===== config.mk =====
export PLATFORM = sky130hd
export DESIGN_NAME = dc_timing_ctrl
export DESIGN_NICKNAME = d
export VERILOG_FILES = /design/src/rtl/dc_pkg.sv /design/src/rtl/dc_timing_ctrl.sv /design/src/rtl/dc_min_timer.sv
export SDC_FILE = /design/constraint.sdc
export NUM_CORES = 1
export LEC_CHECK = 0
export ABC_AREA = 1
export BUFFER_PORTS_ARGS = -buffer_cell sky130_fd_sc_hd__buf_2
export CAP_MARGIN = 20
export CORE_MARGIN = 2
export CORE_UTILIZATION = 35
export CTS_BUF_LIST = sky130_fd_sc_hd__clkbuf_8 sky130_fd_sc_hd__clkbuf_16
export CTS_CLUSTER_SIZE = 28
export DETAILED_ROUTE_END_ITERATION = 8
export PLACE_DENSITY = 0.54
export SLEW_MARGIN = 15
export SYNTH_ARGS = -nofsm -noshare
export SYNTH_HDL_FRONTEND = slang
export SYNTH_SLANG_ARGS = --single-unit

===== constraint.sdc =====
create_clock -name CLK -period 2.3 [get_ports CLK]
set_input_delay 0.23 -clock CLK [delete_from_list [all_inputs] [get_ports CLK]]
set_output_delay 0.23 -clock CLK [all_outputs]
set_load 0.01 [all_outputs]

===== src/rtl/dc_pkg.sv =====
// Shared constants and types for the display cache SDRAM timing controller.
package dc_pkg;

  // ----------------------------------------------------------------------------
  // Register offsets from the memory-mapped base, reset values, writable masks
  // ----------------------------------------------------------------------------
  localparam logic [31:0] OFS_PRESENCE = 32'h0000_3000;
  localparam logic [31:0] OFS_TIMING   = 32'h0000_3001;
  localparam logic [31:0] OFS_SPECIAL  = 32'h0000_3002;
  localparam logic [7:0]  RST_PRESENCE = 8'h00;
  localparam logic [7:0]  RST_TIMING   = 8'h17;
  localparam logic [7:0]  RST_SPECIAL  = 8'h08;
  localparam logic [7:0]  MASK_PRESENCE = 8'h01;
  localparam logic [7:0]  MASK_TIMING   = 8'h1F;
  localparam logic [7:0]  MASK_SPECIAL  = 8'h1F;
  localparam logic [7:0]  RDATA_NONE    = 8'h00;

  // ----------------------------------------------------------------------------
  // Field positions
  // ----------------------------------------------------------------------------
  localparam int unsigned BIT_FITTED   = 0;
  localparam int unsigned BIT_PAGE     = 4;
  localparam int unsigned BIT_OVERRIDE = 3;
  localparam int unsigned BIT_CAS      = 2;
  localparam int unsigned BIT_ROWACT   = 1;
  localparam int unsigned BIT_PRECH    = 0;
  localparam int unsigned REF_MSB      = 4;
  localparam int unsigned REF_LSB      = 3;
  localparam int unsigned SMS_MSB      = 2;
  localparam int unsigned SMS_LSB      = 0;
  localparam int unsigned MRS_ZERO_MSB = 11;
  localparam int unsigned MRS_ZERO_LSB = 7;

  // ----------------------------------------------------------------------------
  // Field encodings
  // ----------------------------------------------------------------------------
  localparam logic [1:0] REF_OFF    = 2'h0;
  localparam logic [1:0] REF_ON     = 2'h1;
  localparam logic [2:0] SMS_NORMAL = 3'h0;
  localparam logic [2:0] SMS_NOP    = 3'h1;
  localparam logic [2:0] SMS_PALL   = 3'h2;
  localparam logic [2:0] SMS_MRS    = 3'h3;
  localparam logic [2:0] SMS_CBR    = 3'h4;

  // ----------------------------------------------------------------------------
  // Timing figures in local memory clocks
  // ----------------------------------------------------------------------------
  localparam logic [3:0] RCD_FIXED_CLKS = 4'h2;
  localparam logic [3:0] CAS_SHORT_CLKS = 4'h2;
  localparam logic [3:0] CAS_LONG_CLKS  = 4'h3;
  localparam logic [3:0] RAS_SHORT_CLKS = 4'h5;
  localparam logic [3:0] RAS_LONG_CLKS  = 4'h7;
  localparam logic [3:0] RC_SHORT_CLKS  = 4'h8;
  localparam logic [3:0] RC_LONG_CLKS   = 4'hA;
  localparam logic [3:0] RP_SHORT_CLKS  = 4'h2;
  localparam logic [3:0] RP_LONG_CLKS   = 4'h3;
  localparam logic [3:0] GAP_MAX        = 4'hF;
  localparam logic [3:0] GAP_ONE        = 4'h1;
  localparam logic [3:0] CNT_ZERO       = 4'h0;

  // ----------------------------------------------------------------------------
  // Types
  // ----------------------------------------------------------------------------
  typedef enum logic [2:0] {OP_ACT, OP_READ, OP_WRITE, OP_PRE, OP_REF} op_t;
  typedef enum logic [2:0] {SD_NOP, SD_ACT, SD_READ, SD_WRITE, SD_PRE, SD_PALL, SD_MRS, SD_REF} sd_cmd_t;

  typedef struct packed {
    op_t        op;
    logic [11:0] addr;
  } mem_req_t;

  typedef struct packed {
    sd_cmd_t    cmd;
    logic [11:0] addr;
  } sd_out_t;

  typedef struct packed {
    logic [3:0] cas;
    logic [3:0] rcd;
    logic [3:0] ras;
    logic [3:0] rc;
    logic [3:0] rp;
  } timing_t;

endpackage


===== src/rtl/dc_timing_ctrl.sv =====
// Display cache SDRAM timing controller: register file, command gating and special cycles.
`timescale 1ns/1ns
module dc_timing_ctrl
  import dc_pkg::*;
(
  // Clock and reset
  input  wire logic        CLK,
  input  wire logic        RST_N,
  // Register access
  input  wire logic [31:0] MMIO_BASE,
  input  wire logic        MEM_REQ,
  input  wire logic        MEM_IO,
  input  wire logic        MEM_WR,
  input  wire logic [31:0] MEM_ADDR,
  input  wire logic [7:0]  MEM_WDATA,
  output logic             MEM_ACK,
  output logic [7:0]       MEM_RDATA,
  // Command engine
  input  wire logic        CMD_VALID,
  input  wire mem_req_t    CMD_REQ,
  output logic             CMD_READY,
  // SDRAM command output and settings
  output sd_out_t          SD_OUT,
  output timing_t          TIMING,
  output logic             CACHE_FITTED,
  output logic             PAGE_CLOSE,
  output logic             REFRESH_EN,
  output logic [2:0]       SPECIAL_SEL
);

  // ----------------------------------------------------------------------------
  // Reset release
  // ----------------------------------------------------------------------------
  logic rst_meta_ff;
  logic rst_n;

  // Release is synchronised so every flop leaves reset on the same edge.
  always_ff @(posedge CLK or negedge RST_N) begin
    if (!RST_N) begin
      rst_meta_ff <= 1'b0;
      rst_n       <= 1'b0;
    end else begin
      rst_meta_ff <= 1'b1;
      rst_n       <= rst_meta_ff;
    end
  end

  // ----------------------------------------------------------------------------
  // Register file
  // ----------------------------------------------------------------------------
  logic [7:0] presence_ff;
  logic [7:0] timing_ff;
  logic [7:0] special_ff;
  logic       hit;
  logic [31:0] offset;

  function automatic logic [3:0] pick(input logic sel, input logic [3:0] when0, input logic [3:0] when1);
    pick = sel ? when1 : when0;
  endfunction

  // I/O-space cycles never match, even when the address would.
  assign offset = MEM_ADDR - MMIO_BASE;
  assign hit    = MEM_REQ && !MEM_IO;

  // Masks keep reserved bits at zero whatever software writes.
  always_ff @(posedge CLK or negedge rst_n) begin
    if (!rst_n) begin
      presence_ff <= RST_PRESENCE;
      timing_ff   <= RST_TIMING;
      special_ff  <= RST_SPECIAL;
    end else if (hit && MEM_WR) begin
      if (offset == OFS_PRESENCE) presence_ff <= MEM_WDATA & MASK_PRESENCE;
      if (offset == OFS_TIMING)   timing_ff   <= MEM_WDATA & MASK_TIMING;
      if (offset == OFS_SPECIAL)  special_ff  <= MEM_WDATA & MASK_SPECIAL;
    end
  end

  // Every access is acknowledged next cycle; unmapped ones read zero.
  always_ff @(posedge CLK or negedge rst_n) begin
    if (!rst_n) begin
      MEM_ACK   <= 1'b0;
      MEM_RDATA <= RDATA_NONE;
    end else begin
      MEM_ACK   <= MEM_REQ;
      MEM_RDATA <= RDATA_NONE;
      if (hit && !MEM_WR) begin
        if (offset == OFS_PRESENCE) MEM_RDATA <= presence_ff;
        if (offset == OFS_TIMING)   MEM_RDATA <= timing_ff;
        if (offset == OFS_SPECIAL)  MEM_RDATA <= special_ff;
      end
    end
  end

  // ----------------------------------------------------------------------------
  // Decoded settings
  // ----------------------------------------------------------------------------
  assign CACHE_FITTED = presence_ff[BIT_FITTED];
  assign PAGE_CLOSE   = timing_ff[BIT_PAGE];
  assign REFRESH_EN   = (special_ff[REF_MSB:REF_LSB] == REF_ON);
  assign SPECIAL_SEL  = special_ff[SMS_MSB:SMS_LSB];
  assign TIMING.cas   = pick(timing_ff[BIT_CAS], CAS_SHORT_CLKS, CAS_LONG_CLKS);
  assign TIMING.rcd   = timing_ff[BIT_OVERRIDE] ? RCD_FIXED_CLKS : TIMING.cas;
  assign TIMING.ras   = pick(timing_ff[BIT_ROWACT], RAS_SHORT_CLKS, RAS_LONG_CLKS);
  assign TIMING.rc    = pick(timing_ff[BIT_ROWACT], RC_SHORT_CLKS, RC_LONG_CLKS);
  assign TIMING.rp    = pick(timing_ff[BIT_PRECH], RP_SHORT_CLKS, RP_LONG_CLKS);

  // ----------------------------------------------------------------------------
  // Command conversion and timing gates
  // ----------------------------------------------------------------------------
  sd_cmd_t    nxt_cmd;
  logic [11:0] nxt_addr;
  logic       fire;
  logic       rcd_done;
  logic       ras_done;
  logic       rc_done;
  logic       rp_done;

  // Special modes override the requested operation for every cycle.
  always_comb begin
    nxt_addr = CMD_REQ.addr;
    case (SPECIAL_SEL)
      SMS_NORMAL: begin
        case (CMD_REQ.op)
          OP_ACT:   nxt_cmd = SD_ACT;
          OP_READ:  nxt_cmd = SD_READ;
          OP_WRITE: nxt_cmd = SD_WRITE;
          OP_PRE:   nxt_cmd = SD_PRE;
          OP_REF:   nxt_cmd = REFRESH_EN ? SD_REF : SD_NOP;
          default:  nxt_cmd = SD_NOP;
        endcase
      end
      SMS_NOP:  nxt_cmd = SD_NOP;
      SMS_PALL: nxt_cmd = SD_PALL;
      SMS_MRS: begin
        nxt_cmd  = SD_MRS;
        nxt_addr = {{(MRS_ZERO_MSB - MRS_ZERO_LSB + 1){1'b0}}, CMD_REQ.addr[MRS_ZERO_LSB-1:0]};
      end
      SMS_CBR:  nxt_cmd = SD_REF;
      default:  nxt_cmd = SD_NOP;  // Reserved codes issue nothing harmful.
    endcase
  end

  // A command waits until every interval that guards it has run out.
  always_comb begin
    case (nxt_cmd)
      SD_ACT:           CMD_READY = rp_done && rc_done;
      SD_READ,
      SD_WRITE:         CMD_READY = rcd_done;
      SD_PRE,
      SD_PALL:          CMD_READY = ras_done;
      SD_MRS:           CMD_READY = rp_done;
      SD_REF:           CMD_READY = rp_done && rc_done;
      default:          CMD_READY = 1'b1;
    endcase
  end

  assign fire = CMD_VALID && CMD_READY;

  // Command and address leave from flops one cycle after acceptance.
  always_ff @(posedge CLK or negedge rst_n) begin
    if (!rst_n) begin
      SD_OUT <= '{cmd: SD_NOP, addr: 12'h000};
    end else if (fire) begin
      SD_OUT <= '{cmd: nxt_cmd, addr: nxt_addr};
    end else begin
      SD_OUT <= '{cmd: SD_NOP, addr: 12'h000};
    end
  end

  // Timers load the figure current at issue, so changes affect later commands only.
  dc_min_timer u_rcd (.clk(CLK), .rst_n(rst_n), .load(fire && nxt_cmd == SD_ACT), .clks(TIMING.rcd),
                      .done(rcd_done));
  dc_min_timer u_ras (.clk(CLK), .rst_n(rst_n), .load(fire && nxt_cmd == SD_ACT), .clks(TIMING.ras),
                      .done(ras_done));
  dc_min_timer u_rc  (.clk(CLK), .rst_n(rst_n), .load(fire && nxt_cmd == SD_REF), .clks(TIMING.rc),
                      .done(rc_done));
  dc_min_timer u_rp  (.clk(CLK), .rst_n(rst_n), .load(fire && (nxt_cmd == SD_PRE || nxt_cmd == SD_PALL)),
                      .clks(TIMING.rp), .done(rp_done));

  // ----------------------------------------------------------------------------
  // Checks
  // ----------------------------------------------------------------------------
  logic [3:0] gap_act_ff;
  logic [3:0] gap_ref_ff;
  logic [3:0] gap_pre_ff;

  // Saturating distances since the last activate, refresh and precharge (PRE or PALL) on the output.
  always_ff @(posedge CLK or negedge rst_n) begin
    if (!rst_n) begin
      gap_act_ff <= GAP_MAX;
      gap_ref_ff <= GAP_MAX;
      gap_pre_ff <= GAP_MAX;
    end else begin
      gap_act_ff <= (SD_OUT.cmd == SD_ACT) ? GAP_ONE : ((gap_act_ff == GAP_MAX) ? GAP_MAX : gap_act_ff + GAP_ONE);
      gap_ref_ff <= (SD_OUT.cmd == SD_REF) ? GAP_ONE : ((gap_ref_ff == GAP_MAX) ? GAP_MAX : gap_ref_ff + GAP_ONE);
      gap_pre_ff <= (SD_OUT.cmd == SD_PRE || SD_OUT.cmd == SD_PALL) ? GAP_ONE :
                    ((gap_pre_ff == GAP_MAX) ? GAP_MAX : gap_pre_ff + GAP_ONE);
    end
  end
endmodule


===== src/rtl/dc_min_timer.sv =====
// Down counter that holds off a command for a minimum number of clocks.
`timescale 1ns/1ns
module dc_min_timer
  import dc_pkg::*;
(
  // Clock and reset
  input  wire logic       clk,
  input  wire logic       rst_n,
  // Start and figure
  input  wire logic       load,
  input  wire logic [3:0] clks,
  // State
  output logic            done
);

  logic [3:0] count_ff;

  // Loading N-1 lets the next command leave exactly N clocks after this one.
  always_ff @(posedge clk or negedge rst_n) begin
    if (!rst_n) begin
      count_ff <= CNT_ZERO;
    end else if (load) begin
      count_ff <= clks - GAP_ONE;
    end else if (count_ff != CNT_ZERO) begin
      count_ff <= count_ff - GAP_ONE;
    end
  end

  assign done = (count_ff == CNT_ZERO);

endmodule


==> impl_metrics.json <==
{
  "syn_area_um2": 5286,
  "rsz0062_at_grt": "yes",
  "layout-drive-gt1-share": 0.4035,
  "synthAdderAreaFrac": 0.09136,
  "dieArea_um2": 16100,
  "cts_tree": "done",
  "synth_top_family_by_area": "simple AND/OR/NAND/NOR gates",
  "violations": "setup timing",
  "grt_pass1_vias": 5619,
  "max_freq_mhz": 431.8,
  "status": "finished with violations",
  "start_kind": "input pin",
  "worstPathRequired_ns": 2.48,
  "root_buffer": "clkbuf_16",
  "cts_sinks": 50,
  "area_delta_synth_final_pct": 51.15,
  "finalSetupViolations": 2,
  "yosysWarnings": 0,
  "grt_pass1_wl_um": 25320,
  "fin_ws_ns": -0.01591,
  "avgRoutedWirePerCell_um": 11.45,
  "grt_max_degree": 46,
  "cp_max_fo": 5,
  "cts.clk_slew.worst_paths_ns": 0.07,
  "hold_path.class": "reg -> async",
  "maxCapViolations": 0,
  "synth_cell_types": 40,
  "synth_compound_area_frac": 0.06272,
  "initial_core_util": 0.3610,
  "final.min_clock_period_ns": 2.316,
  "vias": 5833,
  "final_common_cell": "nand2_1",
  "firstDrtPassIters": 5,
  "cts_max_path_buffers": 2,
  "synth-xor-area-share": 0.02154,
  "p_leak_uw": 0.004622,
  "avgSynthCellArea_um2": 6.007,
  "synth_top_area_frac": 0.2130,
  "yosysTopAreaCell": "dfrtp_1",
  "syn_inst": 880,
  "final-hold-violation-count": 0,
  "vdd_drop_max_mv": 0.3685,
  "overflow": 0,
  "dp_hpwl_um": 12270,
  "place.port_buffers": 122,
  "die_h_um": 126.9,
  "synth_mux_area_frac": 0,
  "first_iter_violations": 220,
  "crit_arrival_ns": 2.50,
  "crit_path_cell_trace": "buf_6 > inv_4 > ha_4 > inv_4 > fa_2 > nand3_2 > nand3_4 > nand2_4 > nand2_4 > nand2_2 > nand3b_1 > nand2_1 > inv_1 > nor2_1 > nand2_1 > nor2_1 > nand3_2 > nor2_4 > nand2_4 > nor2_8 > inv_2 > nand2_1 > nand2_1",
  "grt_usage": 0.1882,
  "rows": 44,
  "insertion_delay_ns": 0.29,
  "core_area_um2": 14640,
  "ys_seq_elements": 50,
  "seq_area_frac_synth": 0.2379,
  "mostFrequentLayoutCells": "229 x nand2_1, 167 x inv_1, 122 x buf_4, 120 x buf_2, 68 x nor2_1",
  "crit_type": "in -> reg",
  "slew_violations": 0,
  "htree_levels": 2,
  "yosys.area_share.simple": 0.4095,
  "endpoint_kind": "register",
  "viasPerCell": 4.439,
  "placed_area_um2": 6834,
  "cpMostUsedCell": "nand2_1",
  "power_density_nw_per_um2": 409.7,
  "ant_nets": 0,
  "fill_cells": 1498,
  "grt_antenna_before_repair": 0,
  "cts_made_buffers": 5,
  "drc": 0,
  "gp_congestion": 0.8503,
  "diodes": 0,
  "cpPeakStageDelay_ns": 0.34,
  "final_core_util": 0.5456,
  "worst_path_max_delay_cell": "fa_2",
  "clock_skew_ns": 0.003553,
  "ios": 144,
  "die_w_um": 126.9,
  "design_area_um2": 7990,
  "final_nets": 1260,
  "routed_wl_um": 15050,
  "rrSetupSlack_ns": 0.09,
  "synthTopCellsByArea": "dfrtp_1 21%, nand2_1 20%, inv_1 13%, ha_1 8.8%, nor2_1 6.5%",
  "fin_crit_sh": 1.007
}
## per-stage QoR
stage	setup slack [ns]	setup TNS [ns]	std cells	power (µW)	hold WS, ns
2_1_floorplan	0.006228	0	897	1714	-0.06559
3_3_place_gp	-0.4246	-6.362	1282	2184	0.01903
3_5_place_dp	-0.4362	-6.442	1282	2190	0.02430
4_1_cts	-0.01379	-0.03142	1308	3176	0.07367
5_1_grt	-0.2325	-2.571	1314	3519	0.07587
6_report	-0.01591	-0.01942	1314	3273	0.07119
## synth_stat cells, drive strengths merged
| cell type | instances |
|---|---|
| nor2 | 101 |
| dfrtp | 45 |
| fa | 1 |
| nand4 | 13 |
| nand2 | 294 |
| buf | 26 |
| nand3b | 8 |
| ha | 37 |
| conb | 2 |
| clkinv | 1 |
| xor2 | 8 |
| nor3 | 14 |
| o21ai | 25 |
| a21oi | 33 |
| xnor2 | 5 |
| nand3 | 55 |
| o21bai | 2 |
| dfstp | 5 |
| clkbuf | 1 |
| nor4 | 1 |
| and3 | 1 |
| and2 | 4 |
| inv | 192 |
| or2 | 4 |
| a21boi | 2 |
## cell families after synthesis
| family | after synthesis |
|---|---|
| DFF | 50 |
| xor gates and xnor gates | 13 |
| buffers and inverters | 220 |
| other | 2 |
| AOI/OAI and AO/OA | 62 |
| adders and majority gates | 38 |
| and+or+nand+nor | 495 |
## critical path, delay by kind of cell
family                     cells  cell delay, ns
buffers and inverters          5            0.27
adders and majority gates      2            0.46
and+or+nand+nor               16            1.51
## layer usage
| layer | GRT usage | up-vias | wire, µm |
|---|---|---|---|
| li1 | - | 3131 | - |
| met1 | 0.2553 | 2581 | 7200 |
| met2 | 0.3311 | 110 | 7177 |
| met3 | 0.01898 | 11 | 560 |
| met4 | 0.02844 | 0 | 111 |
| met5 | 0 | - | 0 |
## report_power, final
group	leakage (µW)	switching (µW)	internal (µW)
registers	0.000644	15.5	917
clock network	0.0000842	332	515
logic	0.00389	818	676
total	0.00462	1170	2110
## final cells by class
class / instances / area [µm²] / area share
tap: 184 / 230.2 / 0.02881
clock buffer: 5 / 125.1 / 0.01566
multi-input combinational: 628 / 3965 / 0.4962
clock inverter: 3 / 43.79 / 0.005481
timing repair buffer: 251 / 1625 / 0.2034
sequential: 50 / 1259 / 0.1575
inverter: 193 / 742.0 / 0.09286
## timing repair
action / CTS / global route
hold buffers: 1 / 0
setup buffers: 16 / 6
pin swaps: 34 / 42
setup endpoints to repair: 22 / 30
hold endpoints to repair: 2 / 0
resized for setup: 84 / 115
cloned: 1 / 0
## final timing paths
check                              startpoint               end  cells past startpoint
worst max-delay path              MEM_ADDR[0]     special_ff[1]                     23
worst min-delay path                    rst_n         SD_OUT[4]                      0
worst max register to register  special_ff[3]  u_rc.count_ff[2]                     18
worst min register to register          rst_n         SD_OUT[4]                      0
max in group asynchronous               rst_n      timing_ff[4]                      1
min in group CLK                      MEM_REQ           MEM_ACK                      1
## flip-flops by register name (all words and copies together), names as in the netlist
| name | flops |
|---|---|
| MEM_RDATA | 5 |
| u_rcd.count_ff | 4 |
| rst_n | 1 |
| SD_OUT | 15 |
| u_ras.count_ff | 4 |
| timing_ff | 5 |
| rst_meta_ff | 1 |
| u_rp.count_ff | 4 |
| MEM_ACK | 1 |
| presence_ff | 1 |
| u_rc.count_ff | 4 |
| special_ff | 5 |
(Power assumes the default switching activity.)
